**config.mk**
```make
export PLATFORM = sky130hd
export DESIGN_NAME = effective_address_former
export DESIGN_NICKNAME = d
export VERILOG_FILES = /design/src/hdl/ea_pkg.sv /design/src/hdl/field_split.sv /design/src/hdl/dword_join.sv /design/src/hdl/effective_address_former.sv
export VERILOG_INCLUDE_DIRS = /design/src /design/src/hdl
export SDC_FILE = /design/constraint.sdc
export NUM_CORES = 1
export LEC_CHECK = 0
export ABC_AREA = 1
export BUFFER_PORTS_ARGS = -buffer_cell sky130_fd_sc_hd__buf_2
export CORE_MARGIN = 4
export CORE_UTILIZATION = 40
export DETAILED_ROUTE_END_ITERATION = 12
export PLACE_DENSITY_LB_ADDON = 0.2
export SLEW_MARGIN = 20
export SYNTH_ARGS = -nofsm -noshare
export SYNTH_HDL_FRONTEND = slang
export SYNTH_SLANG_ARGS = --single-unit
```
**constraint.sdc**
```tcl
create_clock -name clk -period 3.3 [get_ports clk]
set_input_delay 0.33 -clock clk [delete_from_list [all_inputs] [get_ports clk]]
set_output_delay 0.33 -clock clk [all_outputs]
set_load 0.01 [all_outputs]
```
**src/hdl/ea_consts.svh**
```systemverilog
`ifndef EA_CONSTS_SVH
`define EA_CONSTS_SVH
`define EA_SECTOR_BITS 9
`define EA_PROT_LO 15'h0001
`define EA_PROT_HI 15'h000F
`define EA_PFAIL_VEC 15'h0030
`define EA_INTR_LINK 15'h0033
`define EA_LOCKOUT_LEVELS 4'h8
`define EA_BASE_HALF_MASK 15'h3FFF
`define EA_LDX_OPCODE 4'hD
`define EA_JST_OPCODE 4'h2
`endif

```
**src/hdl/ea_pkg.sv**
```systemverilog
package ea_pkg;
	typedef struct packed {
		logic indirect;
		logic index;
		logic [3:0] opcode;
		logic sector;
		logic [8:0] offset;
	} memref_t;
	typedef struct packed {
		logic [5:0] opcode;
		logic [3:0] func;
		logic [5:0] device;
	} io_fmt_t;
	typedef struct packed {
		logic [9:0] opcode;
		logic [5:0] neg_count;
	} shift_fmt_t;
	typedef struct packed {
		logic sign;
		logic [14:0] mag;
	} data_word_t;
	typedef struct packed {
		logic [14:0] addr;
		logic valid;
		logic write_ok;
	} ea_result_t;
	typedef enum logic [1:0] {ST_IDLE, ST_WAIT, ST_INDIRECT, ST_DONE} ea_state_t;
endpackage : ea_pkg

```
**src/hdl/field_split.sv**
```systemverilog
`timescale 1ns/1ps
`default_nettype none
`include "ea_consts.svh"
// Splits an instruction word into its format views; index 0 is bit 16.
module field_split (
	input wire logic [15:0] word,
	output ea_pkg::memref_t mr,
	output ea_pkg::io_fmt_t io,
	output ea_pkg::shift_fmt_t sh,
	output logic [15:0] generic_op,
	output logic [5:0] shift_count
);
	assign mr = ea_pkg::memref_t'(word);
	assign io = ea_pkg::io_fmt_t'(word);
	assign sh = ea_pkg::shift_fmt_t'(word);
	assign generic_op = word;
	assign shift_count = 6'(-sh.neg_count);
endmodule : field_split
`default_nettype wire

```
**src/hdl/dword_join.sv**
```systemverilog
`timescale 1ns/1ps
`default_nettype none
// Joins a double-precision pair into a 31-bit signed value.
module dword_join (
	input wire logic [15:0] hi_word,
	input wire logic [15:0] lo_word,
	output logic [30:0] value,
	output logic lo_sign_ok
);
	ea_pkg::data_word_t hi, lo;
	assign hi = ea_pkg::data_word_t'(hi_word);
	assign lo = ea_pkg::data_word_t'(lo_word);
	assign value = {hi.sign, hi.mag, lo.mag};
	assign lo_sign_ok = ~lo.sign;
endmodule : dword_join
`default_nettype wire

```
**src/hdl/effective_address_former.sv**
```systemverilog
`timescale 1ns/1ps
`default_nettype none
`include "ea_consts.svh"
module effective_address_former #(
	parameter bit LOCKOUT = 1'b0
) (
	input wire logic clk,
	input wire logic rst,
	input wire logic fetch,
	input wire logic [15:0] instr,
	input wire logic [14:0] pc,
	input wire logic [15:0] x_reg,
	input wire logic mem_valid,
	input wire logic [15:0] mem_data,
	input wire logic mode_set,
	input wire logic mode_clr,
	input wire logic interrupt,
	input wire logic power_fail,
	input wire logic panel_access,
	input wire logic store_req,
	input wire logic [14:0] store_addr,
	input wire logic [15:0] dp_hi,
	input wire logic [15:0] dp_lo,
	output logic [14:0] ea_q,
	output logic ea_valid_q,
	output logic ind_req_q,
	output logic [14:0] ind_addr_q,
	output logic lockout_err_q,
	output logic store_ok_q,
	output logic addr_extend_mode_ff,
	output logic prior_mode_indicator,
	output logic index_to_sum_enable,
	output logic addr_reg_extra_bit,
	output logic [14:0] vector_q,
	output logic [3:0] opcode_q,
	output logic [5:0] shift_count_q,
	output logic [30:0] dp_value_q,
	output logic dp_ok_q
);
	ea_pkg::memref_t mr, mw;
	ea_pkg::ea_state_t state_q;
	logic [15:0] orig_q;
	logic [3:0] level_q;
	logic pc_bit2_copy;
	logic [5:0] sc;
	logic [30:0] dpv;
	logic dpok;
	logic [14:0] base;
	logic [14:0] sum;
	logic mem_word_bit2, pc_extra_bit, mem_bit2_index_gate, icycle_bit2_block;
	logic pc_bit2_substitute, jump_store_op, load_index_op, idx_gate;
	logic step_indirect;
	logic [14:0] idx_sum;
	logic [14:0] wa;

	field_split u_split (
		.word(instr),
		.mr(mr),
		.io(),
		.sh(),
		.generic_op(),
		.shift_count(sc)
	);
	dword_join u_dw (
		.hi_word(dp_hi),
		.lo_word(dp_lo),
		.value(dpv),
		.lo_sign_ok(dpok)
	);

	assign mw = ea_pkg::memref_t'(mem_data);
	assign mem_word_bit2 = mw.index;
	assign pc_extra_bit = pc[14];
	assign jump_store_op = orig_q[13:10] == `EA_JST_OPCODE;
	assign load_index_op = orig_q[13:10] == `EA_LDX_OPCODE;
	assign icycle_bit2_block = ~addr_extend_mode_ff;
	assign pc_bit2_substitute = addr_extend_mode_ff;
	// The word in hand asks for a further indirect level, so in extended mode indexing must wait.
	assign step_indirect = (state_q == ea_pkg::ST_INDIRECT) ? mw.indirect : orig_q[15];

	// Index step decision for the step in progress.
	always_comb begin
		if (addr_extend_mode_ff) begin
			mem_bit2_index_gate = orig_q[14];
			idx_gate = mem_bit2_index_gate & ~step_indirect
				& ~(load_index_op & orig_q[15]);
		end else begin
			mem_bit2_index_gate = (state_q == ea_pkg::ST_INDIRECT) ? mw.index : orig_q[14];
			idx_gate = mem_bit2_index_gate;
		end
	end

	// Address word for the step: indirect words carry bit 2 as address in extended mode, except for the jump-store opcode.
	always_comb begin
		if (state_q == ea_pkg::ST_INDIRECT) begin
			if (!icycle_bit2_block && !jump_store_op)
				wa = {mem_word_bit2, mem_data[13:0]};
			else
				wa = {addr_reg_extra_bit, mem_data[13:0]};
		end else if (orig_q[9]) begin
			wa = {addr_reg_extra_bit, pc[13:9], orig_q[8:0]};
		end else begin
			wa = {addr_reg_extra_bit, 5'h00, orig_q[8:0]};
		end
		if (!addr_extend_mode_ff)
			wa = {addr_reg_extra_bit, wa[13:0]};
	end

	assign base = wa;
	assign idx_sum = idx_gate ? 15'(base + x_reg[14:0]) : base;
	// In normal mode an index carry must not move the address into the other half.
	assign sum = addr_extend_mode_ff ? idx_sum : {addr_reg_extra_bit, idx_sum[13:0]};

	// Effective address sequencing.
	always_ff @(posedge clk) begin
		if (rst) begin
			state_q <= ea_pkg::ST_IDLE;
			orig_q <= 16'h0000;
			level_q <= 4'h0;
			ea_q <= 15'h0000;
			ea_valid_q <= 1'b0;
			ind_req_q <= 1'b0;
			ind_addr_q <= 15'h0000;
			lockout_err_q <= 1'b0;
			index_to_sum_enable <= 1'b0;
		end else begin
			ea_valid_q <= 1'b0;
			unique case (state_q)
				ea_pkg::ST_IDLE: begin
					if (fetch) begin
						orig_q <= instr;
						level_q <= 4'h0;
						lockout_err_q <= 1'b0;
						state_q <= ea_pkg::ST_WAIT;
					end
				end
				ea_pkg::ST_WAIT, ea_pkg::ST_INDIRECT: begin
					if (state_q == ea_pkg::ST_WAIT || mem_valid) begin
						index_to_sum_enable <= idx_gate;
						if ((state_q == ea_pkg::ST_WAIT ? orig_q[15] : mw.indirect)) begin
							if (LOCKOUT && level_q == `EA_LOCKOUT_LEVELS) begin
								lockout_err_q <= 1'b1;
								state_q <= ea_pkg::ST_DONE;
							end else begin
								ind_addr_q <= addr_extend_mode_ff ? base : sum;
								ind_req_q <= 1'b1;
								level_q <= 4'(level_q + 4'h1);
								state_q <= ea_pkg::ST_INDIRECT;
							end
						end else begin
							ind_req_q <= 1'b0;
							ea_q <= sum;
							ea_valid_q <= 1'b1;
							state_q <= ea_pkg::ST_DONE;
						end
					end
				end
				ea_pkg::ST_DONE: begin
					ind_req_q <= 1'b0;
					state_q <= ea_pkg::ST_IDLE;
				end
			endcase
		end
	end

	// Mode flip-flop and prior-mode record.
	always_ff @(posedge clk) begin
		if (rst) begin
			addr_extend_mode_ff <= 1'b0;
			prior_mode_indicator <= 1'b0;
		end else if (interrupt | power_fail) begin
			prior_mode_indicator <= addr_extend_mode_ff;
			addr_extend_mode_ff <= 1'b1;
		end else if (mode_set) begin
			addr_extend_mode_ff <= 1'b1;
		end else if (mode_clr) begin
			addr_extend_mode_ff <= 1'b0;
		end
	end

	// Extra address bit tracks the pc copy; only extended mode may move it.
	always_ff @(posedge clk) begin
		if (rst) begin
			pc_bit2_copy <= 1'b0;
			addr_reg_extra_bit <= 1'b0;
		end else if (fetch) begin
			pc_bit2_copy <= pc_bit2_substitute ? pc_extra_bit : pc_bit2_copy;
			addr_reg_extra_bit <= pc_bit2_substitute ? pc_extra_bit : pc_bit2_copy;
		end
	end

	// Store protection, vectors and decoded fields.
	always_ff @(posedge clk) begin
		if (rst) begin
			store_ok_q <= 1'b0;
			vector_q <= 15'h0000;
			opcode_q <= 4'h0;
			shift_count_q <= 6'h00;
			dp_value_q <= 31'h00000000;
			dp_ok_q <= 1'b0;
		end else begin
			store_ok_q <= store_req & (panel_access | store_addr < `EA_PROT_LO
				| store_addr > `EA_PROT_HI);
			vector_q <= power_fail ? `EA_PFAIL_VEC : `EA_INTR_LINK;
			opcode_q <= mr.opcode;
			shift_count_q <= sc;
			dp_value_q <= dpv;
			dp_ok_q <= dpok;
		end
	end

	a_prot_block: assert property (@(posedge clk) disable iff (rst)
		(store_req && !panel_access && store_addr >= `EA_PROT_LO && store_addr <= `EA_PROT_HI)
		|=> !store_ok_q) else $error("protected store allowed");
	a_intr_sets_mode: assert property (@(posedge clk) disable iff (rst)
		interrupt |=> addr_extend_mode_ff) else $error("interrupt did not set mode");
	a_prior_mode: assert property (@(posedge clk) disable iff (rst)
		interrupt |=> prior_mode_indicator == $past(addr_extend_mode_ff))
		else $error("prior mode wrong");
	a_pf_vector: assert property (@(posedge clk) disable iff (rst)
		power_fail |=> vector_q == `EA_PFAIL_VEC) else $error("bad power fail vector");
	a_extra_hold: assert property (@(posedge clk) disable iff (rst)
		(fetch && !addr_extend_mode_ff) |=> $stable(addr_reg_extra_bit))
		else $error("extra bit moved in normal mode");
	a_lock_levels: assert property (@(posedge clk) disable iff (rst)
		level_q <= `EA_LOCKOUT_LEVELS || !LOCKOUT) else $error("too many levels");
	a_ea_done: assert property (@(posedge clk) disable iff (rst)
		ea_valid_q |=> !ea_valid_q ##1 state_q == ea_pkg::ST_IDLE)
		else $error("sequence did not return");
	a_ext_noidx: assert property (@(posedge clk) disable iff (rst)
		(addr_extend_mode_ff && !orig_q[14] && state_q != ea_pkg::ST_IDLE
		&& state_q != ea_pkg::ST_DONE) |=> !index_to_sum_enable || $past(fetch))
		else $error("index gated without tag");
	a_shift_cnt: assert property (@(posedge clk) disable iff (rst)
		1'b1 |=> shift_count_q == 6'(-$past(instr[5:0]))) else $error("shift count wrong");
endmodule : effective_address_former
`default_nettype wire

```
==> impl_metrics.py <==
metrics = {
    "power_and_ir_drop": {
        "swShare_pct": 40.12,
        "combPwrFrac_pct": 43.5,
        "powerDensity_nw_per_um2": 721.9,
        "vdd_ir_drop_max_v": 0.0004760,
        "clkPwrFrac_pct": 21.9,
        "p_int_uw": 2651,
        "power.net_switching_uw": 1776,
        "p_leak_uw": 0.003364,
        "seqPwrFrac_pct": 34.6,
    },
    "floorplanning": {
        "io_pins": 215,
        "die_area_um2": 13900,
        "dieHeight_um": 117.9,
        "core_um2": 11610,
        "rows": 39,
        "start_util_pct": 41.61,
        "die_w_um": 117.9,
    },
    "placed_design": {
        "pre_cts_ws_ns": 0.3931,
        "place_inst": 1001,
        "place.gp.congestion": 0.8678,
        "dp_hpwl_um": 10360,
        "port_buffers": 192,
    },
    "hold_path": {
        "holdPathEnd": "dp_ok_q",
        "min_from": "dp_lo[15]",
        "worstHoldPathCells": 2,
        "min_path_type": "input port to register",
    },
    "grt": {
        "grt_overflow": 0,
        "grt_max_degree": 61,
        "antenna_found_initial": 0,
        "grt_usage_pct": 19.17,
        "grt_pass1_wl_um": 21820,
        "grt_pass1_vias": 4520,
    },
    "sta": {
        "grt_setup_unrepaired": "false",
        "post-route-period-util_pct": 87.48,
        "worst_pin_slew_ns": 0.9885,
        "layout_min_cycle_time_ns": 2.887,
        "finClkSkew_ns": 0.009706,
        "fmax_mhz": 346.4,
        "slew_headroom_pct": 33.69,
        "final-max-slew-violation-count": 0,
        "tns_ns": 0,
        "hold_viol": 0,
        "final-setup-viol-count": 0,
        "postLayoutSetupSlackWorst_ns": 0.4133,
    },
    "clocking": {
        "cts-resized-gates": 0,
        "path_clk_slew_ns": 0.07,
        "insertion_delay_ns": 0.34,
        "cts_made_buffers": 9,
        "cts_setup_buffers": 0,
        "cts.hold.buffers_added": 0,
        "cts-root-buf": "clkbuf_16",
        "cts_buffer_depth": 2,
        "htreeDepth": 3,
        "tritoncts": "built",
        "clock_sinks": 99,
    },
    "drt": {
        "drc": 0,
        "drtPass1Iterations": 4,
        "via_per_inst": 4.630,
        "drt_wl_total_um": 13370,
        "drtIter0Drc": 263,
        "vias": 4709,
        "antenna_left": 0,
        "wl_per_cell_um": 13.15,
    },
    "worst_setup_path": {
        "critPathSlowestCell": "o21ai_0",
        "rr_worst_depth": 12,
        "worstSetupEndpointType": "register",
        "critPathKind": "register to register",
        "worst-path-buf-inv": 2,
        "critPathMaxStageDelay_ns": 0.45,
        "reg2reg_slack_ns": 0.41,
        "critPathLaunchType": "register",
        "crit_chain": "inv_1 > ha_1 > buf_4 > o21ai_0 > ha_1 > a21oi_1 > nand3_1 > or2_2 > nand3_1 > nand2_1 > o21ai_1 > a21oi_1",
        "crit_family": "compound AO/OA/AOI/OAI gates",
        "r2r-start": "state_q[0]",
        "worstPathArrival_ns": 3.08,
        "r2r_end": "ind_addr_q[6]",
        "required_ns": 3.49,
        "cp_max_fo": 12,
        "crit_start": "state_q[0]",
    },
    "logic_synthesis": {
        "synthTopCellsByArea": "dfxtp_1 41%, nand2_1 11%, inv_1 7.7%",
        "synth_top_area_share_pct": 41.02,
        "synth_edf_count": 0,
        "syn_inst": 686,
        "synth.largest_area_cell": "dfxtp_1",
        "avgSynthCellArea_um2": 7.044,
        "ys_ff_latch": 99,
        "yosys_most_used_dff": "dfxtp_1",
        "synth-warning-count": 0,
        "ys_types": 37,
        "ys_seq_area_share_pct": 41.02,
        "async_flop_share_pct": 0,
        "synthesis.area_um2": 4832,
    },
    "cells_and_area": {
        "final_nets": 1012,
        "final_cell_mix": "192 x buf_2, 136 x nand2_1, 99 x dfxtp_1",
        "num-fill-cells": 1227,
        "fin_util_pct": 52.80,
        "area_growth_pct": 26.90,
        "layout.cells.non_filler": 1017,
        "final_common_cell": "buf_2",
        "drive_above_1_share_pct": 26.09,
        "antenna_cells": 0,
    },
    "status": {
        "status": "finished clean",
    },
    "job": {
        "maxCapViolations": 0,
    },
}
-- area by class of cell --
class / count / area [µm²] / share of cell area, %
Tap cell: 143 / 178.9 / 2.918
Inverter: 102 / 382.9 / 6.244
Multi-Input combinational cell: 455 / 2276 / 37.11
Sequential cell: 99 / 1982 / 32.32
Timing Repair Buffer: 202 / 1036 / 16.89
Clock buffer: 10 / 229.0 / 3.734
Clock inverter: 6 / 47.55 / 0.7754
-- metrics by stage --
step,hold WS [ns],total power [µW],area [µm²]
after floorplan,0.3967,2899,4873
after global placement,0.4355,3476,5856
after detailed placement,0.4411,3492,5856
after CTS,0.1381,4477,6132
after global routing,0.1369,4804,6132
final,0.1495,4427,6132
-- Yosys cell counts, drive strengths merged (2+ instances only) --
| library cell | instances |
|---|---|
| nor4 | 3 |
| nand4 | 5 |
| dfxtp | 99 |
| nor3 | 4 |
| ha | 22 |
| and2 | 2 |
| a21oi | 59 |
| nand2 | 136 |
| inv | 102 |
| xnor2 | 6 |
| clkbuf | 18 |
| nor2 | 92 |
| a31oi | 3 |
| o211ai | 4 |
| a22o | 2 |
| a22oi | 3 |
| o21bai | 2 |
| o21ai | 52 |
| nand3 | 39 |
| buf | 23 |
-- metal layers --
metal	GRT usage [%]	vias to the layer above	routed length, µm
li1	-	2516	-
met1	22.74	2009	5701
met2	32.52	169	6199
met3	6.968	15	1220
met4	5.568	0	253
met5	0	-	0
-- how the worst max path moves through the flow --
stage | end | slack (ns) | cells past startpoint
after detailed placement | ind_addr_q[6] | 0.39 | 12
after floorplan | ind_addr_q[6] | 0.74 | 15
after CTS | ind_addr_q[6] | 0.38 | 12
final | ind_addr_q[6] | 0.41 | 12
after global placement | ind_addr_q[6] | 0.48 | 12
after global routing | ind_addr_q[6] | 0.11 | 12
-- power by group through the flow --
stage | Combinational [µW] | Clock (µW) | Sequential [µW]
global placement | 1920 | 0 | 1550
detailed placement | 1940 | 0 | 1550
floorplan | 1270 | 0 | 1630
global route | 2190 | 1060 | 1550
CTS | 1950 | 1000 | 1530
finish | 1930 | 970 | 1530
-- flip-flops by register name (all words and copies together), names as in the netlist, 2 cells and up --
name / count
dp_value_q: 31
orig_q: 16
ea_q: 15
ind_addr_q: 15
shift_count_q: 6
opcode_q: 4
state_q: 2
vector_q: 2
-- cell families after synthesis --
family	Yosys count	synth area share, %
AO/OA/AOI/OAI	131	14.97
XOR/XNOR	6	1.088
adder cells (fa/ha/maj)	23	6.111
buffers and inverters	143	12.74
flip-flops	99	41.02
other	1	0.07761
AND/OR/NAND/NOR	283	24.00
Note: power is estimated with default switching activity, not from simulation.
